### src/msl_consts.svh
// Constants for the motion stop, limit and wrap supervisor
`ifndef MSL_CONSTS_SVH
`define MSL_CONSTS_SVH

`define MSL_POS_W          24
`define MSL_ROT_W          16
`define MSL_POS_MAX        24'h7FFFFF
`define MSL_POS_MIN        24'h800000
`define MSL_WRAP_MIN       24'h000001
`define MSL_WRAP_DEF       24'h0003E8
`define MSL_STOP_DEF       2'h0
`define MSL_OT_EN_DEF      1'h1
`define MSL_WRAP_EN_DEF    1'h0
`define MSL_HOLD_DEF       1'h0
`define MSL_STEP_MDEG      720
`define MSL_REV_MDEG       360000
`define MSL_DECEL_STEP     16'h0001

`define MSL_A_STOP_ACT     4'h0
`define MSL_A_OT_EN        4'h1
`define MSL_A_POS_LIM      4'h2
`define MSL_A_NEG_LIM      4'h3
`define MSL_A_WRAP_EN      4'h4
`define MSL_A_WRAP_RANGE   4'h5
`define MSL_A_HOLD_SEL     4'h6
`define MSL_A_STATUS       4'h7
`define MSL_A_CMD_POS      4'h8
`define MSL_A_ROT_CNT      4'h9

`define MSL_ST_COORD       0
`define MSL_ST_OT_POS      1
`define MSL_ST_OT_NEG      2
`define MSL_ST_CUR_ON      3
`define MSL_ST_HOLD        4
`define MSL_ST_MOVING      5

`endif

### src/msl_pkg.sv
// Types for the motion stop, limit and wrap supervisor
package msl_pkg;
  `include "msl_consts.svh"

  typedef enum logic [1:0] {
    MSL_STOP_IMM,
    MSL_STOP_DEC,
    MSL_STOP_IMM_OFF,
    MSL_STOP_DEC_OFF
  } msl_stop_t;

  typedef enum logic [1:0] {
    MSL_MODE_NATIVE,
    MSL_MODE_LEGACY_SPEED,
    MSL_MODE_LEGACY_POS
  } msl_mode_t;

  typedef enum logic [1:0] {
    MSL_RUN,
    MSL_DECEL,
    MSL_HALT
  } msl_motion_t;
endpackage : msl_pkg

### src/msl_mode_latch.sv
// Power-up capture of the control-mode switches
`timescale 1ns/1ps
`default_nettype none
module msl_mode_latch
  import msl_pkg::*;
(
  // Clock and reset
  input  wire logic          clk,
  input  wire logic          rst,
  // Switches
  input  wire logic          mode_switch_a,
  input  wire logic          mode_switch_b,
  input  wire logic          mode_switch_d,
  // Latched mode
  output msl_pkg::msl_mode_t mode,
  output logic               mode_valid
);
  typedef struct packed {
    msl_mode_t mode;
    logic      done;
  } msl_ml_state_t;

  msl_ml_state_t s_r;
  msl_ml_state_t s_nxt;

  always_comb begin
    s_nxt = s_r;
    if (!s_r.done) begin
      s_nxt.done = 1'b1;
      if (mode_switch_b && mode_switch_d) begin
        s_nxt.mode = mode_switch_a ? MSL_MODE_LEGACY_POS : MSL_MODE_LEGACY_SPEED;
      end else begin
        s_nxt.mode = MSL_MODE_NATIVE;
      end
    end
  end

  // Taken once after reset release, later changes ignored
  always_ff @(posedge clk or posedge rst) begin
    if (rst) begin
      s_r <= '{mode: MSL_MODE_NATIVE, done: 1'b0};
    end else begin
      s_r <= s_nxt;
    end
  end

  assign mode       = s_r.mode;
  assign mode_valid = s_r.done;
endmodule // msl_mode_latch
`default_nettype wire

### src/msl_supervisor.sv
// Motion stop, software limit and wrap supervisor
// Summary of operation
// - Stop request while moving halts the motor by the selected stop action.
// - Stop action: 0 immediate, 1 decel, 2 immediate+off, 3 decel+off; default 0.
// - Software limits are checked only once a position coordinate exists.
// - Overtravel enable: 0 off, 1 on; default 1.
// - Positive limit is signed 24-bit steps, default +8,388,607.
// - Negative limit is signed 24-bit steps, default -8,388,608.
// - One step equals 0.72 degrees of shaft rotation.
// - Home return or position preset establishes the coordinate.
// - Wrap on: passing the range clears position and rotation count.
// - Wrap on: command position stays within zero to range minus one; here only steps are folded in, a preset loads any value unchecked.
// - Wrap enable: 0 off, 1 on; default 0.
// - Wrap range 1 to 8,388,607 steps, default 1000.
// - Wrap on forces overtravel detection off.
// - Mode switches are sampled only at power-up.
// - A off with B,D on: legacy speed; A,B,D on: legacy position.
// - After-stop hold: 0 free shaft, 1 servo lock; default 0.
//
// Decided for this implementation: the address map and strobed register access.
`timescale 1ns/1ps
`default_nettype none
`include "msl_consts.svh"
module msl_supervisor (
  // Clock and reset
  input  wire logic                      clk,
  input  wire logic                      rst,
  // Register port
  input  wire logic [3:0]                reg_addr,
  input  wire logic [31:0]               reg_wdata,
  input  wire logic                      reg_wr,
  input  wire logic                      reg_rd,
  output logic      [31:0]               reg_rdata,
  // Host discrete inputs
  input  wire logic                      stop_req,
  input  wire logic                      mode_switch_a,
  input  wire logic                      mode_switch_b,
  input  wire logic                      mode_switch_d,
  // Motion engine interface
  input  wire logic                      step_valid,
  input  wire logic                      step_dir_neg,
  input  wire logic                      home_done,
  input  wire logic                      preset_req,
  input  wire logic [`MSL_POS_W-1:0]     preset_value,
  input  wire logic                      run_req,
  // Supervisor outputs
  output logic signed [`MSL_POS_W-1:0]   cmd_pos,
  output logic      [`MSL_ROT_W-1:0]     rot_count,
  output logic                           coord_set,
  output logic                           ot_pos,
  output logic                           ot_neg,
  output logic                           motion_enable,
  output logic                           decel_active,
  output logic                           current_on,
  output logic                           servo_lock,
  output msl_pkg::msl_mode_t             ctrl_mode,
  output logic                           mode_valid
);
  import msl_pkg::*;

  localparam int STEP_MDEG = `MSL_STEP_MDEG; // 0.72 degree per step
  localparam int DECEL_CNT = 8;
  localparam int REV_STEPS = `MSL_REV_MDEG / STEP_MDEG; // Steps per shaft turn
  localparam int REV_W     = $clog2(REV_STEPS);
  localparam int ROT_W     = `MSL_ROT_W;

  typedef struct packed {
    logic [1:0]                    stop_act;
    logic                          ot_en;
    logic signed [`MSL_POS_W-1:0]  pos_lim;
    logic signed [`MSL_POS_W-1:0]  neg_lim;
    logic                          wrap_en;
    logic [`MSL_POS_W-1:0]         wrap_range;
    logic                          hold_sel;
    logic signed [`MSL_POS_W-1:0]  pos;
    logic [`MSL_ROT_W-1:0]         rot;
    logic [REV_W-1:0]              rev;
    logic                          coord;
    logic                          ot_p;
    logic                          ot_n;
    logic                          cur_on;
    msl_motion_t                   motion;
    logic [3:0]                    dec_cnt;
    logic                          stop_d;
    logic [31:0]                   rdata;
  } msl_state_t;

  msl_state_t s_r;
  msl_state_t s_nxt;

  logic                         ot_active;
  logic signed [`MSL_POS_W:0]   pos_step;
  logic                         moving;
  logic [`MSL_POS_W-1:0]        wr_val;
  logic                         rev_carry;
  logic [REV_W-1:0]             rev_step;
  logic [`MSL_ROT_W-1:0]        rot_step;

  msl_mode_latch u_mode (
    .clk           (clk),
    .rst           (rst),
    .mode_switch_a (mode_switch_a),
    .mode_switch_b (mode_switch_b),
    .mode_switch_d (mode_switch_d),
    .mode          (ctrl_mode),
    .mode_valid    (mode_valid)
  );

  // Wrap overrides limits; no coordinate means no check
  assign ot_active = s_r.ot_en && !s_r.wrap_en && s_r.coord;
  assign moving    = (s_r.motion != MSL_HALT);
  assign wr_val    = reg_wdata[`MSL_POS_W-1:0];
  assign pos_step  = step_dir_neg ? ({s_r.pos[`MSL_POS_W-1], s_r.pos} - 25'sd1)
                                  : ({s_r.pos[`MSL_POS_W-1], s_r.pos} + 25'sd1);
  // Whole shaft turns carry into the rotation count
  assign rev_carry = step_dir_neg ? (s_r.rev == '0) : (s_r.rev == REV_W'(REV_STEPS - 1));
  assign rev_step  = rev_carry ? (step_dir_neg ? REV_W'(REV_STEPS - 1) : '0)
                               : (step_dir_neg ? s_r.rev - REV_W'(1) : s_r.rev + REV_W'(1));
  assign rot_step  = !rev_carry ? s_r.rot
                                : (step_dir_neg ? s_r.rot - ROT_W'(1) : s_r.rot + ROT_W'(1));

  always_comb begin
    s_nxt        = s_r;
    s_nxt.stop_d = stop_req;
    s_nxt.rdata  = 32'h00000000;

    // Register writes
    if (reg_wr) begin
      case (reg_addr)
        `MSL_A_STOP_ACT:   s_nxt.stop_act = reg_wdata[1:0];
        `MSL_A_OT_EN:      s_nxt.ot_en = reg_wdata[0];
        `MSL_A_POS_LIM:    s_nxt.pos_lim = wr_val;
        `MSL_A_NEG_LIM:    s_nxt.neg_lim = wr_val;
        `MSL_A_WRAP_EN:    s_nxt.wrap_en = reg_wdata[0];
        `MSL_A_WRAP_RANGE: begin
          // Range below one or above max is refused
          if (wr_val >= `MSL_WRAP_MIN && !wr_val[`MSL_POS_W-1]) begin
            s_nxt.wrap_range = wr_val;
          end
        end
        `MSL_A_HOLD_SEL:   s_nxt.hold_sel = reg_wdata[0];
        default: ;
      endcase
    end

    // Register reads
    if (reg_rd) begin
      case (reg_addr)
        `MSL_A_STOP_ACT:   s_nxt.rdata = {30'h0, s_r.stop_act};
        `MSL_A_OT_EN:      s_nxt.rdata = {31'h0, s_r.ot_en};
        `MSL_A_POS_LIM:    s_nxt.rdata = {{8{s_r.pos_lim[`MSL_POS_W-1]}}, s_r.pos_lim};
        `MSL_A_NEG_LIM:    s_nxt.rdata = {{8{s_r.neg_lim[`MSL_POS_W-1]}}, s_r.neg_lim};
        `MSL_A_WRAP_EN:    s_nxt.rdata = {31'h0, s_r.wrap_en};
        `MSL_A_WRAP_RANGE: s_nxt.rdata = {8'h0, s_r.wrap_range};
        `MSL_A_HOLD_SEL:   s_nxt.rdata = {31'h0, s_r.hold_sel};
        `MSL_A_STATUS: begin
          s_nxt.rdata[`MSL_ST_COORD]  = s_r.coord;
          s_nxt.rdata[`MSL_ST_OT_POS] = s_r.ot_p;
          s_nxt.rdata[`MSL_ST_OT_NEG] = s_r.ot_n;
          s_nxt.rdata[`MSL_ST_CUR_ON] = s_r.cur_on;
          s_nxt.rdata[`MSL_ST_HOLD]   = (s_r.motion == MSL_HALT) && s_r.hold_sel && s_r.cur_on;
          s_nxt.rdata[`MSL_ST_MOVING] = moving;
        end
        `MSL_A_CMD_POS:    s_nxt.rdata = {{8{s_r.pos[`MSL_POS_W-1]}}, s_r.pos};
        `MSL_A_ROT_CNT:    s_nxt.rdata = {16'h0, s_r.rot};
        default:           s_nxt.rdata = 32'h00000000;
      endcase
    end

    // Position tracking
    if (home_done) begin
      s_nxt.pos   = '0;
      s_nxt.rot   = '0;
      s_nxt.rev   = '0;
      s_nxt.coord = 1'b1;
    end else if (preset_req) begin
      s_nxt.pos   = preset_value;
      s_nxt.coord = 1'b1;
    end else if (step_valid && moving) begin
      if (s_r.wrap_en) begin
        // Leaving 0..range-1 clears position and rotation count
        if (pos_step >= $signed({1'b0, s_r.wrap_range}) || pos_step < 25'sd0) begin
          s_nxt.pos = '0;
          s_nxt.rot = '0;
          s_nxt.rev = '0;
        end else begin
          s_nxt.pos = pos_step[`MSL_POS_W-1:0];
          s_nxt.rev = rev_step;
          s_nxt.rot = rot_step;
        end
      end else if (!(ot_active && ((!step_dir_neg && s_r.ot_p) ||
                                   (step_dir_neg && s_r.ot_n)))) begin
        s_nxt.pos = pos_step[`MSL_POS_W-1:0];
        s_nxt.rev = rev_step;
        s_nxt.rot = rot_step;
      end
    end

    // Limit flags
    s_nxt.ot_p = ot_active && (s_nxt.pos >= s_r.pos_lim);
    s_nxt.ot_n = ot_active && (s_nxt.pos <= s_r.neg_lim);

    // Motion and stop sequencing
    case (s_r.motion)
      MSL_RUN: begin
        if (stop_req && !s_r.stop_d) begin
          // Stop action picks decel and current removal
          case (msl_stop_t'(s_r.stop_act))
            MSL_STOP_IMM:     s_nxt.motion = MSL_HALT;
            MSL_STOP_DEC:     s_nxt.motion = MSL_DECEL;
            MSL_STOP_IMM_OFF: begin
              s_nxt.motion = MSL_HALT;
              s_nxt.cur_on = 1'b0;
            end
            MSL_STOP_DEC_OFF: s_nxt.motion = MSL_DECEL;
            default:          s_nxt.motion = MSL_HALT;
          endcase
          s_nxt.dec_cnt = 4'(DECEL_CNT - 1);
        end else if (!run_req) begin
          s_nxt.motion = MSL_HALT;
        end
      end
      MSL_DECEL: begin
        if (s_r.dec_cnt == 4'h0) begin
          s_nxt.motion = MSL_HALT;
          if (s_r.stop_act == 2'(MSL_STOP_DEC_OFF)) begin
            s_nxt.cur_on = 1'b0;
          end
        end else begin
          s_nxt.dec_cnt = s_r.dec_cnt - 4'h1;
        end
      end
      MSL_HALT: begin
        // A stop at rest changes nothing
        if (run_req && !stop_req) begin
          s_nxt.motion = MSL_RUN;
          s_nxt.cur_on = 1'b1;
        end
      end
      default: s_nxt.motion = MSL_HALT;
    endcase
  end

  always_ff @(posedge clk or posedge rst) begin
    if (rst) begin
      s_r <= '{stop_act:   `MSL_STOP_DEF,
               ot_en:      `MSL_OT_EN_DEF,
               pos_lim:    `MSL_POS_MAX,
               neg_lim:    `MSL_POS_MIN,
               wrap_en:    `MSL_WRAP_EN_DEF,
               wrap_range: `MSL_WRAP_DEF,
               hold_sel:   `MSL_HOLD_DEF,
               pos:        '0,
               rot:        '0,
               rev:        '0,
               coord:      1'b0,
               ot_p:       1'b0,
               ot_n:       1'b0,
               cur_on:     1'b0,
               motion:     MSL_HALT,
               dec_cnt:    4'h0,
               stop_d:     1'b0,
               rdata:      32'h00000000};
    end else begin
      s_r <= s_nxt;
    end
  end

  assign reg_rdata     = s_r.rdata;
  assign cmd_pos       = s_r.pos;
  assign rot_count     = s_r.rot;
  assign coord_set     = s_r.coord;
  assign ot_pos        = s_r.ot_p;
  assign ot_neg        = s_r.ot_n;
  assign motion_enable = (s_r.motion == MSL_RUN);
  assign decel_active  = (s_r.motion == MSL_DECEL);
  assign current_on    = s_r.cur_on;
  // Holding force only when halted with current and lock chosen
  assign servo_lock    = (s_r.motion == MSL_HALT) && s_r.hold_sel && s_r.cur_on;
endmodule // msl_supervisor
`default_nettype wire

### config.mk
export PLATFORM = sky130hd
export DESIGN_NAME = msl_supervisor
export DESIGN_NICKNAME = d
export VERILOG_FILES = /design/src/msl_pkg.sv /design/src/msl_mode_latch.sv /design/src/msl_supervisor.sv
export VERILOG_INCLUDE_DIRS = /design/src
export SDC_FILE = /design/constraint.sdc
export NUM_CORES = 1
export LEC_CHECK = 0
export BUFFER_PORTS_ARGS = -buffer_cell sky130_fd_sc_hd__buf_2
export CORE_MARGIN = 10
export CORE_UTILIZATION = 35
export DETAILED_ROUTE_END_ITERATION = 16
export HOLD_SLACK_MARGIN = 0.12
export SYNTH_ARGS = -nofsm -noshare
export SYNTH_HDL_FRONTEND = slang
export SYNTH_SLANG_ARGS = --single-unit
### constraint.sdc
create_clock -name clk -period 6.7 [get_ports clk]
set_input_delay 0.67 -clock clk [delete_from_list [all_inputs] [get_ports clk]]
set_output_delay 0.67 -clock clk [all_outputs]
set_load 0.02 [all_outputs]
Word-level counts from Yosys, hierarchy flattened
Cells that the tools add are included.
Word-level totals
  register bits after elaboration: 172
  bits of input ports: 73
  output and inout port bits: 82
  logic and storage cells: 133
Cells by class
  add/subtract/negate cells: 7
  order comparisons: 5
  equality and inequality tests: 25
  muxes and demuxes: 33
  reduce and logical (&&, ||, !) cells: 43
Operators by type and width (number)
  $mux 49: 4
  $pmux 26 s5: 1
  $pmux 6 s10: 1
  $mux 25: 2
  $mux 50: 1
  $mux 16: 2
  $mux 32: 1
  $mux 9: 3
  $add 24x2->25 const B: 1
  $ge 25x25->1: 1
  $lt 25x1->1 const B: 1
  $sub 24x2->25 const B: 1
  $ge 24x1->1 const B: 1
  $ge 24x24->1: 1
  $le 24x24->1: 1
  $mux 24: 1
  $add 16x1->16 const B: 1
  $eq 4x3->1 const B: 4
  $sub 16x1->16 const B: 1
  $logic_and 1x1->1: 14
  $reduce_and 2->1: 6
  $reduce_and 3->1: 4
  $ne 2x1->1 const B: 5
  $add 9x1->9 const B: 1
  28 further kinds: 54

Logic depth before layout (Yosys ltp)
Gate-level depths: netlist of the first run.
  depth in word-level cells: 11
  depth in mapped cells: 30
  depth with buffers taken out: 27

Hierarchy
Synthesis of the first run repeated with hierarchy kept, for this count alone.
Unflattened totals
  cells, all modules: 1244
  area, all modules: 11792.6 um2
By module, submodules not included
  msl_supervisor: instances 1, cells an instance 1234, area each 11682.5 um2, seq. area each 4093.9 um2
  msl_mode_latch: instances 1, cells an instance 10, area each 110.1 um2, seq. area each 75.1 um2

Least setup slack after synthesis of the first run
Ideal clock, no wire load.
  path kind: input-to-reg
  start: in step_dir_neg
  end: reg s_r, in the netlist ot_neg
  library setup time: 0.083 ns
  data arrival time: 6.151 ns
  data required time: 6.617 ns
  setup slack: 0.467 ns
  cell stages on the path: 29
  path buffers: 3
  cells stage by stage: ha_1 -> clkbuf_1 -> a21oi_1 -> o21ai_0 -> a211o_1 -> a21oi_1 -> o21ai_0 -> a21o_1 -> a311o_1 -> ha_1 -> o21a_1 -> o21ai_0 -> nand2b_1 -> o31ai_1 -> o21ai_1 -> o211a_1 -> buf_4 -> buf_4 -> a221oi_1 -> nor3_1 -> ha_1 -> a21o_1 -> a21o_1 -> a21o_1 -> a21o_1 -> a211oi_1 -> o31ai_1 -> or3_1 -> o21ai_0
RTL lines
  start: declaration: line msl_supervisor.sv:41  | input wire logic step_dir_neg,
  end signal: assignment: line msl_supervisor.sv:246  | s_r <= '{stop_act: `MSL_STOP_DEF,
  end signal: assignment: line msl_supervisor.sv:265  | s_r <= s_nxt;
  end: declaration: line msl_supervisor.sv:88  | msl_state_t s_r;

==> results.md, run 1 <==
* Top Family by Delay on Critical Path: compound AO/OA/AOI/OAI gates
* Post-synth EDFFs at 0
* RePlAce Congestion at 0.926
* Async SR Flop Fraction at 100%
* Final core utilization at 41.6%
* GRT Resource Usage Total at 18.7%
* Hold slack final at 0.304 ns
* DIE AREA at 41,800 um2
* Hpwl dp at 30,300 um
* DR vias at 10.3k
* Startpoint Class: input pin
* Fraction of layout cells with a size suffix above 1 at 30.6%
* Worst Path Buf+Inv at 6
* Post-layout nets at 1,587
* Vias in the first global route at 10.3k
* Final period utilization at 95.5%
* Most frequent cell after synthesis: dfrtp_1
* Worst EP arrival at 6.77 ns
* Routed Antenna Nets at 0
* Clock sink count at 165
* Worst setup margin at 0.303 ns
* Post-synth cell types at 82
* Placed instance count at 1,823
* Initial drt markers at 794
* Dpl ws at -0.311 ns
* Fill cells at 3,268
* Worst path required time at 7.07 ns
* Worst-Margin Slew at 1.22 ns
* Slowest Stage Delay on Critical Path at 0.54 ns
* Pleak at 0.00675 uW
* Status: finished, final reports clean
* Max-slew violation count at 0
* Postcts setup bufs at 0
* Synth-to-Final Area Change at 17.1%
* RSZ-0062 raised after global routing: false
* Total global routing overflow at 0
* Critical Path Fanout Max at 16
* Die Ht at 205 um
* Largest net degree at the start of global routing at 65
* Root Buffer: clkbuf_16
* CTS tree: done
* Setup TNS at 0 ns
* Antenna violations before repair at 10
* DIE WIDTH at 205 um
* Sequential share of the synthesized area at 35.0%
* Dominant cell type by area after synthesis: dfrtp_1
* Cell Rows at 67
* Worst skew pair latency at 0.45 ns
* Worst Hold Class: input pin to async pin
* WS Path Type: input pin to flop
* CTS buffer count at 17
* Internal power at 2130 uW
* Port Buffer Count at 146
* Initial core utilization at 35.5%
* Primary FF master, synth: dfrtp_1
* Final setup viols at 0
* Maxcap violations at 0
* First-pass GRT wire length at 60,500 um
* Final Non-Filler Cells at 1,862
* Power per cell area at 238 nW/um2
* CTS H-tree lvls at 4
* Final min period at 6.40 ns
* I/O pin cnt at 155
* Syn_area_per_cell at 9.63 um2
* Synth area leaders: dfrtp_1 28%, ha_1 12%, mux2_2 7.2%, dfstp_2 7.1%, buf_4 4.7%
* Fmax at 156 MHz
* CP endpoint kind: flop
* Comb power frac at 31.8%
* Routed Wire Length at 39,000 um
* Syn_nets at 1,431
* Hold Vio Cnt, Final at 0
* Slowest CP cell: o311ai_0
* Synth Cell Area at 11,900 um2
* Hold-fix buffers, CTS at 0
* Peak VDD IR at 0.194 mV
* #FFs+latches synth at 165
* Final clock skew at 0.0108 ns
* Wirelength per Cell at 20.9 um
* Worst slew margin at 18.6%
* Post-route DRC at 0
* Clock Tree Buf Depth at 2
* Clock-pin slew on the worst setup and hold paths at 0.07 ns
* Sequential Power Share at 39.1%
* Yosys top cell area share at 27.9%
* Clock network fraction of design power at 29.1%
* Switch share at 35.8%
* Yosys warnings at 0
* Core Area at 33,500 um2
* Number of vias per cell at 5.52
* Post-Synthesis Cells at 1,238
* Pre-antenna DRT Iters at 8
* NetSw at 1190 uW
* Post-synth top cells: 133 x dfrtp_1, 117 x ha_1, 97 x inv_1
cells by family after synthesis:
| family | synth area share, % |
|---|---|
| adder cells (fa/ha/maj) | 12.8 |
| XOR/XNOR | 2.50 |
| AND/OR/NAND/NOR | 12.9 |
| AO/OA/AOI/OAI | 19.9 |
| flip-flops | 35.0 |
| other | 0.0315 |
| buffers and inverters | 9.11 |
| multiplexers | 7.79 |
sequential cells by signal, indices dropped and copies added, names as in the netlist:
register	flops
cmd_pos	24
u_mode.mode	2
ot_pos	1
ot_neg	1
rot_count	16
current_on	1
coord_set	1
s_r	93
reg_rdata	25
u_mode.mode_valid	1
worst paths after layout:
check / from / endpoint / slack (ns) / cells past startpoint
max: step_dir_neg / ot_neg$_DFF_PP0_ / 0.30 / 30
min: rst / s_r[33]$_DFFE_PP0P_ / 0.30 / 2
max reg2reg: cmd_pos[5]$_DFF_PP0_ / ot_neg$_DFF_PP0_ / 0.36 / 29
min reg2reg: u_mode.mode[1]$_DFFE_PP0N_ / u_mode.mode[1]$_DFFE_PP0N_ / 0.49 / 2
max in group asynchronous: rst / cmd_pos[17]$_DFF_PP0_ / 5.19 / 3
min in group clk: stop_req / s_r[32]$_DFF_PP0_ / 0.36 / 1
layout make-up:
cell class,instances,area (um2),share of cell area [%]
inverters,98,373,2.67
clock buffers,17,425,3.05
repair buffers,251,1550,11.1
flip-flops and latches,165,4170,29.9
clock inverters,15,120,0.861
well taps,448,561,4.02
diodes,7,17.5,0.126
multi-input cells,861,6740,48.3
power by group through the flow:
stage / clock, uW / sequential (uW) / combinational [uW]
after floorplan: 0 / 1260 / 696
after global placement: 0 / 1300 / 1020
after detailed placement: 0 / 1310 / 1040
after CTS: 989 / 1290 / 1050
after global routing: 1030 / 1310 / 1170
final: 965 / 1300 / 1050
placed cells by master (no fill, tap or decap), drive strengths merged, types with 8 or more instances in the layout:
master and instances:
ha 117, xnor2 27, nand2b 8, o21bai 8, a222oi 19, dfrtp 133, nand4 20, a22oi 14
nor3 37, nor2 58, nand2 58, nor2b 26, or3 10, o21a 18, a21oi 83, dfstp 32
a31oi 9, a22o 17, nand3 19, and3 10, a21o 32, nor4 13, o21ai 45, clkbuf 18
buf 250, a211oi 13, inv 105, a221oi 19, mux2 76
per-stage QoR:
stage / cell area (um2) / total power [uW]
final: 14000 / 3310
after global routing: 13900 / 3510
after detailed placement: 13300 / 2350
after floorplan: 11900 / 1950
after global placement: 13300 / 2320
after CTS: 13900 / 3320
per-layer routing:
layer | global-route usage [%] | vias to the layer above | part of all wire [%]
met2 | 30.0 | 307 | 47
met4 | 5.82 | 6 | 2.2
li1 | - | 4859 | -
met5 | 0 | - | 0.079
met3 | 3.96 | 44 | 6.0
met1 | 24.7 | 5064 | 45
what timing repair did:
item	CTS	global route
gates resized for setup	0	13
endpoints found under the hold margin	0	0
setup endpoints to repair	0	2
Power figures use the tool's default switching activity.
==> inputs of run 2 (changes only) <==
--- a/config.mk
+++ b/config.mk
@@ -6,11 +6,14 @@
 export SDC_FILE = /design/constraint.sdc
 export NUM_CORES = 1
 export LEC_CHECK = 0
+export ABC_AREA = 1
 export BUFFER_PORTS_ARGS = -buffer_cell sky130_fd_sc_hd__buf_2
 export CORE_MARGIN = 10
-export CORE_UTILIZATION = 35
+export CORE_UTILIZATION = 49
+export CTS_CLUSTER_DIAMETER = 120
 export DETAILED_ROUTE_END_ITERATION = 16
 export HOLD_SLACK_MARGIN = 0.12
+export PLACE_DENSITY = 0.69
 export SYNTH_ARGS = -nofsm -noshare
 export SYNTH_HDL_FRONTEND = slang
 export SYNTH_SLANG_ARGS = --single-unit
==> run 2 against run 1 <==
  * Via count increased by 15%
  * Worst setup slack improved by 0.85 ns
  * Routed wire length rose by 1.6%
  * Area after synthesis increased by 7.0%
  * Cell count increased by 12%
  * Maximum frequency grew 15%
  * Clock-buffer cell count is 2 higher
  * Critical path type unchanged
  * Largest cell class unchanged
  * Highest routed layer is now met4
==> results.md, run 2 <==
* Status: finished, final reports clean
* Area share of and/or/nand/nor cells after synthesis at 19.7% (+6.8 points)
* Post-synth EDFFs at 0 (unchanged)
* Post-Synthesis Cells at 1,682 (+36%)
* Most frequent cells in the layout: 317 x nand2_1, 239 x inv_1, 165 x o21ai_0
* DR vias at 11.8k (+15%)
* Hpwl dp at 31,000 um (+2.4%)
* Final setup viols at 0 (unchanged)
* I/O pin cnt at 155 (unchanged)
* Number of vias per cell at 5.67 (+2.7%)
* Async SR Flop Fraction at 100% (unchanged)
* WS Path Type: input pin to flop
* Worst slew margin at 30.4% (+12 points)
* Routed Antenna Nets at 0 (unchanged)
* Hold slack final at 0.350 ns (+0.0453 ns)
* DIE AREA at 32,900 um2 (-21%)
* Port Buffer Count at 146 (unchanged)
* Worst path required time at 7.03 ns (-0.04 ns)
* CTS tree: done
* Startpoint Class: input pin
* Initial drt markers at 1,255 (+58%)
* Peak VDD IR at 0.133 mV (-31%)
* CP endpoint kind: flop
* Critical Path Fanout Max at 37 (+21)
* Largest net degree at the start of global routing at 97 (+49%)
* Post-layout nets at 1,930 (+22%)
* Fmax at 180 MHz (+15%)
* Sequential share of the synthesized area at 32.7% (-2.3 points)
* Routed Wire Length at 39,600 um (+1.6%)
* Adder-cell share of the synthesized area at 12.0% (-0.83 points)
* Most frequent cell after synthesis: nand2_1
* Slowest CP cell: nand2_4
* Worst-Margin Slew at 1.04 ns (-0.177 ns)
* Cell mode on critical path: nand2_1
* Fraction of layout cells with a size suffix above 1 at 16.5% (-14 points)
* Worst EP arrival at 5.88 ns (-0.89 ns)
* Power per cell area at 274 nW/um2 (+16%)
* GRT Resource Usage Total at 23.6% (+4.9 points)
* NetSw at 1560 uW (+31%)
* Sequential Power Share at 34.9% (-4.2 points)
* Final period utilization at 82.8% (-13 points)
* Pleak at 0.00700 uW (+3.8%)
* Worst setup margin at 1.16 ns (+0.852 ns)
* Pre-antenna DRT Iters at 6 (-2)
* Internal power at 2230 uW (+4.8%)
* Synth area leaders: dfrtp_1 26%, ha_1 11%, nand2_1 9.3%, inv_1 7.1%, dfstp_2 6.6%
* Final min period at 5.54 ns (-0.852 ns)
* Max-slew violation count at 0 (unchanged)
* Initial core utilization at 50.2% (+15 points)
* Largest Register: s_r
* Worst Hold Class: input pin to flop
* DIE WIDTH at 181 um (-11%)
* Hold-fix buffers, CTS at 0 (unchanged)
* Dpl ws at 0.790 ns (+1.10 ns)
* XOR/XNOR Fraction of Synth Area at 2.13% (-0.37 points)
* Total global routing overflow at 0 (unchanged)
* Die Ht at 181 um (-11%)
* Main combinational cell family by area after synthesis: compound AO/OA/AOI/OAI gates
* Max FFs per register at 93 (unchanged)
* #FFs+latches synth at 165 (unchanged)
* Primary FF master, synth: dfrtp_1
* Vias in the first global route at 11.1k (+8.5%)
* Slowest Stage Delay on Critical Path at 0.44 ns (-0.10 ns)
* CTS buffer count at 17 (unchanged)
* CTS H-tree lvls at 4 (unchanged)
* Synth Cell Area at 12,800 um2 (+7.0%)
* Comb power frac at 37.6% (+5.8 points)
* Postcts setup bufs at 0 (unchanged)
* CTS resizes at 0 (unchanged)
* Final clock skew at 0.0107 ns (-0.0000835 ns)
* Clock Tree Buf Depth at 2 (unchanged)
* Switch share at 41.1% (+5.3 points)
* Yosys top cell area share at 26.1% (-1.8 points)
* Syn_nets at 1,875 (+31%)
* Multiplexer share of the synthesized area at 0.314% (-7.5 points)
* Root Buffer: clkbuf_16
* Clock sink count at 165 (unchanged)
* Compound-cell area share of the yosys netlist at 20.0% (+0.033 points)
* Post-synth top cells: 317 x nand2_1, 240 x inv_1, 165 x o21ai_0
* Post-synth cell types at 61 (-26%)
* Hold Vio Cnt, Final at 0 (unchanged)
* Clock network fraction of design power at 27.4% (-1.7 points)
* Final core utilization at 54.3% (+13 points)
* Setup TNS at 0 ns (unchanged)
* Maxcap violations at 0 (unchanged)
* Commonest non-fill, non-tap cell in the layout: nand2_1
* Core Area at 25,400 um2 (-24%)
* Syn_area_per_cell at 7.58 um2 (-21%)
* Cell Rows at 58 (-13%)
* RePlAce Congestion at 0.939 (+1.4%)
* Synth-to-Final Area Change at 8.22%
* Post-route DRC at 0 (unchanged)
* RSZ-0062 raised after global routing: false
* Antenna violations before repair at 1 (-9)
* Worst skew pair latency at 0.44 ns (about the same)
* Yosys warnings at 0 (unchanged)
* Dominant cell type by area after synthesis: dfrtp_1
* First-pass GRT wire length at 62,300 um (+2.9%)
* Reg2reg setup slack at 1.30 ns (+0.94 ns)
* Wirelength per Cell at 19.0 um (-9.1%)
* Clock-pin slew on the worst setup and hold paths at 0.07 ns (about the same)
## run 2: cell types whose count changed after synthesis, moves of 47 or more
cell	previous run	this run
nand3_1	18	69
mux2_2	76	0
o21ai_0	44	165
nand2_1	58	317
a21oi_1	82	129
inv_1	97	240
## run 2: layout make-up
class | count | area [um2]
timing repair buffer | 154 | 791
clock inverter | 13 | 158
sequential | 165 | 4170
tap | 330 | 413
clock buffer | 19 | 443
antenna | 1 | 2.50
fill | 2473 | 11600
inverter | 245 | 927
multi-input combinational | 1154 | 6900
## run 2: cells by family after synthesis
kind of cell | count (synthesis)
fa+ha+maj | 120
xor+xnor | 31
mux | 4
buf+inv | 363
flops | 165
other cells | 1
simple gates | 563
compound gates | 435
## run 2: critical path, delay by kind of cell
kind | cells | cell delay [ns]
AO/OA/AOI/OAI | 6 | 1.30
AND/OR/NAND/NOR | 20 | 2.27
XOR/XNOR | 1 | 0.17
adder cells (fa/ha/maj) | 3 | 0.97
buffers and inverters | 2 | 0.46
## run 2: metrics by stage
step / cells / total power [uW] / cell area (um2)
global route: 2081 / 4040 / 13800
detailed placement: 2048 / 2730 / 13200
global placement: 2048 / 2700 / 13200
finish: 2081 / 3790 / 13800
CTS: 2080 / 3770 / 13800
floorplan: 1682 / 2360 / 12800
## run 2: layer usage
layer	GRT usage, %	share of wire (%)	up-vias
met5	0	0	-
met4	8.40	2.9	0
met3	4.16	7.5	63
met2	35.4	44	475
met1	33.4	46	5551
li1	-	-	5710
## run 2: final timing paths
kind,from,end,depth (start not counted)
max reg2reg,cmd_pos[0]$_DFF_PP0_,ot_pos$_DFF_PP0_,31
min reg2reg,s_r[36]$_DFFE_PP0P_,s_r[36]$_DFFE_PP0P_,1
min in group asynchronous,rst,u_mode.mode[1]$_DFFE_PP0N_,2
max,step_dir_neg,ot_pos$_DFF_PP0_,32
min,stop_req,s_r[32]$_DFF_PP0_,1
max in group asynchronous,rst,cmd_pos[13]$_DFF_PP0_,3
## run 2: power groups by stage
| stage | sequential (uW) | clock, uW | combinational, uW |
|---|---|---|---|
| finish | 1320 | 1040 | 1430 |
| global route | 1340 | 1090 | 1620 |
| CTS | 1310 | 1050 | 1410 |
| detailed placement | 1330 | 0 | 1400 |
| global placement | 1330 | 0 | 1370 |
| floorplan | 1280 | 0 | 1090 |
==> inputs of run 3 (changes only) <==
--- a/config.mk
+++ b/config.mk
@@ -13,7 +13,7 @@
 export CTS_CLUSTER_DIAMETER = 120
 export DETAILED_ROUTE_END_ITERATION = 16
 export HOLD_SLACK_MARGIN = 0.12
-export PLACE_DENSITY = 0.69
+export PLACE_DENSITY = 0.72
 export SYNTH_ARGS = -nofsm -noshare
 export SYNTH_HDL_FRONTEND = slang
 export SYNTH_SLANG_ARGS = --single-unit
==> constraint.sdc (replaced) <==
create_clock -name clk -period 4.7 [get_ports clk]
set_input_delay 0.47 -clock clk [delete_from_list [all_inputs] [get_ports clk]]
set_output_delay 0.47 -clock clk [all_outputs]
set_load 0.02 [all_outputs]
==> run 3 against run 2 <==
  * The flow now finishes with violations (setup timing)
  * Global-route usage increased by 0.86 points
  * Sequential cell count is the same
  * Register-to-register slack worse by 1.4 ns
  * Cell area rose by 17%
  * Clock power up 35%
  * Die area stayed put
  * Combinational power increased by 97%
  * Routed wire length is 12% higher
  * Core utilization grew 9.0 points
  * Critical path depth is 1 higher
==> results.md, run 3 (synthesis gave the netlist of run 2 again) <==
* N_diodes at 0 (-1)
* Worst Path Buf+Inv at 5 (+3)
* First-pass GRT wire length at 64,900 um (+4.2%)
* Clock-pin slew on the worst setup and hold paths at 0.08 ns (about the same)
* DR vias at 12.8k (+8.5%)
* Pre-antenna DRT Iters at 8 (+2)
* R2R cell count at 33 (+6.5%)
* Status: complete, but fails checks
* Routed Wire Length at 44,200 um (+12%)
* DIE AREA at 32,900 um2 (unchanged)
* Routed Antenna Nets at 0 (unchanged)
* Initial drt markers at 1,334 (+6.3%)
* Post-route DRC at 0 (unchanged)
* Hold-fix buffers, CTS at 0 (unchanged)
* Pleak at 0.00788 uW (+13%)
* Total global routing overflow at 0 (unchanged)
* Fraction of layout cells with a size suffix above 1 at 30.8% (+14 points)
* Final setup viols at 2 (+2)
* Failing checks: setup timing
* Placed Area at 14,200 um2 (+7.8%)
* Fmax at 208 MHz
* Hpwl dp at 32,900 um (+6.0%)
* Worst-Margin Slew at 1.08 ns (+0.0400 ns)
* Initial core utilization at 50.2% (unchanged)
* CTS buffer count at 17 (unchanged)
* Fill cells at 2,163 (-13%)
* Slowest Stage Delay on Critical Path at 0.43 ns (about the same)
* Final period utilization at 102%
* Worst EP arrival at 5.15 ns (-0.73 ns)
* Final instance area at 16,100 um2 (+17%)
* Port Buffer Count at 146 (unchanged)
* Clock Tree Buf Depth at 2 (unchanged)
* Worst skew pair latency at 0.43 ns (about the same)
* Max FFs per register at 93 (unchanged)
* Core Area at 25,400 um2 (unchanged)
* Hold Path End: s_r[32]$_DFF_PP0_
* CTS tree: done
* Hold Crit Depth at 1 (unchanged)
* GRT Resource Usage Total at 24.5% (+0.86 points)
* DIE WIDTH at 181 um (unchanged)
* Worst path required time at 5.03 ns (-2.00 ns)
* CP endpoint kind: flop
* Cell Rows at 58 (unchanged)
* Startpoint Class: flop
* Worst setup margin at -0.111 ns (-1.27 ns)
* Root Buffer: clkbuf_16
* Reg2reg end: ot_pos$_DFF_PP0_
* Worst slew margin at 27.9% (-2.5 points)
* Clock sink count at 165 (unchanged)
* RSZ-0062 raised after global routing: true
* Final clock skew at 0.00947 ns (-0.00124 ns)
* Most frequent cells in the layout: 285 x nand2_1, 235 x inv_1, 155 x o21ai_0
* Top Family by Delay on Critical Path: simple AND/OR/NAND/NOR gates
* Peak VDD IR at 0.240 mV (+80%)
* Cell mode on critical path: nand2_1
* I/O pin cnt at 155 (unchanged)
* Post-layout nets at 2,079 (+7.7%)
* Max-slew violation count at 0 (unchanged)
* Final min period at 4.81 ns
* CTS H-tree lvls at 4 (unchanged)
* Die Ht at 181 um (unchanged)
* Hold_sp: stop_req
* WS Path Type: flop to flop
* Largest net degree at the start of global routing at 97 (unchanged)
* RePlAce Congestion at 0.962 (+2.4%)
* Synth-to-Final Area Change at 26.1%
* Hold Vio Cnt, Final at 0 (unchanged)
* Maxcap violations at 0 (unchanged)
* Antenna violations before repair at 0 (-1)
* FF-to-FF Start: cmd_pos[5]$_DFF_PP0_
* Reg2reg setup slack at -0.11 ns (-1.41 ns)
* Wirelength per Cell at 19.8 um (+4.2%)
* Vias in the first global route at 11.6k (+4.4%)
* Critical Path Fanout Max at 8 (-78%)
* Slowest CP cell: dfrtp_1
* Worst Hold Class: input pin to flop
* Power per cell area at 378 nW/um2 (+38%)
* Hold slack final at 0.156 ns (-0.194 ns)
* Number of vias per cell at 5.74 (+1.3%)
* Commonest non-fill, non-tap cell in the layout: nand2_1
* Largest Register: s_r
run 3: report_power, final:
part           leakage, uW  total (uW)  switching (uW)  internal (uW)
registers          0.00208        1860             196           1670
logic              0.00552        2810            1670           1140
clock network     0.000275        1400             698            703
run 3: area by class of cell:
class	instances	area, um2	area share (%)
Multi-Input combinational cell	1154	7990	49.7
Sequential cell	165	4170	25.9
Timing Repair Buffer	303	2010	12.5
Inverter	245	926	5.76
Clock buffer	17	425	2.65
Tap cell	330	413	2.57
Clock inverter	15	144	0.895
run 3: worst reg2reg max path, delay by kind of cell (launching register included):
kind | cells | cell delay, ns
compound gates | 6 | 1.02
xor+xnor | 2 | 0.43
fa+ha+maj | 3 | 0.69
buf+inv | 5 | 0.57
flops | 1 | 0.43
simple gates | 17 | 1.59
run 3: repair_timing:
action                                  CTS  global route
setup buffers                             2            14
endpoints found under the setup margin    2             2
pin swaps                                 1            80
gates resized for setup                  11           201
cloned                                    0             1
run 3: how the worst max path moves through the flow:
| stage | cells past startpoint | slack (ns) | from | end |
|---|---|---|---|---|
| floorplan | 31 | 0.41 | step_dir_neg | ot_neg$_DFF_PP0_ |
| global placement | 31 | -0.42 | step_dir_neg | ot_pos$_DFF_PP0_ |
| detailed placement | 33 | -0.53 | step_dir_neg | ot_pos$_DFF_PP0_ |
| CTS | 33 | 0.007 | cmd_pos[2]$_DFF_PP0_ | ot_neg$_DFF_PP0_ |
| global route | 33 | -0.27 | cmd_pos[8]$_DFF_PP0_ | ot_pos$_DFF_PP0_ |
| finish | 33 | -0.11 | cmd_pos[5]$_DFF_PP0_ | ot_pos$_DFF_PP0_ |
run 3: metrics by stage:
stage          TNS [ns]  total power, uW  worst slack (ns)  utilization, %  std cells
2_1_floorplan         0             3370             0.413               -       1682
3_3_place_gp     -0.828             4100            -0.416            56.0       2181
3_5_place_dp     -0.980             4170            -0.534            56.0       2181
4_1_cts               0             5590           0.00678            58.6       2215
5_1_grt          -0.515             6420            -0.269            63.3       2229
6_report         -0.184             6080            -0.111            63.3       2229
run 3: per-layer routing:
layer / wire (um) / part of all wire (%) / track usage [%] / up-vias
li1: - / - / - / 6009
met1: 19400 / 44 / 34.7 / 6112
met2: 20100 / 45 / 38.0 / 602
met3: 3660 / 8.3 / 3.78 / 77
met4: 1120 / 2.5 / 6.31 / 0
met5: 0 / 0 / 0 / -
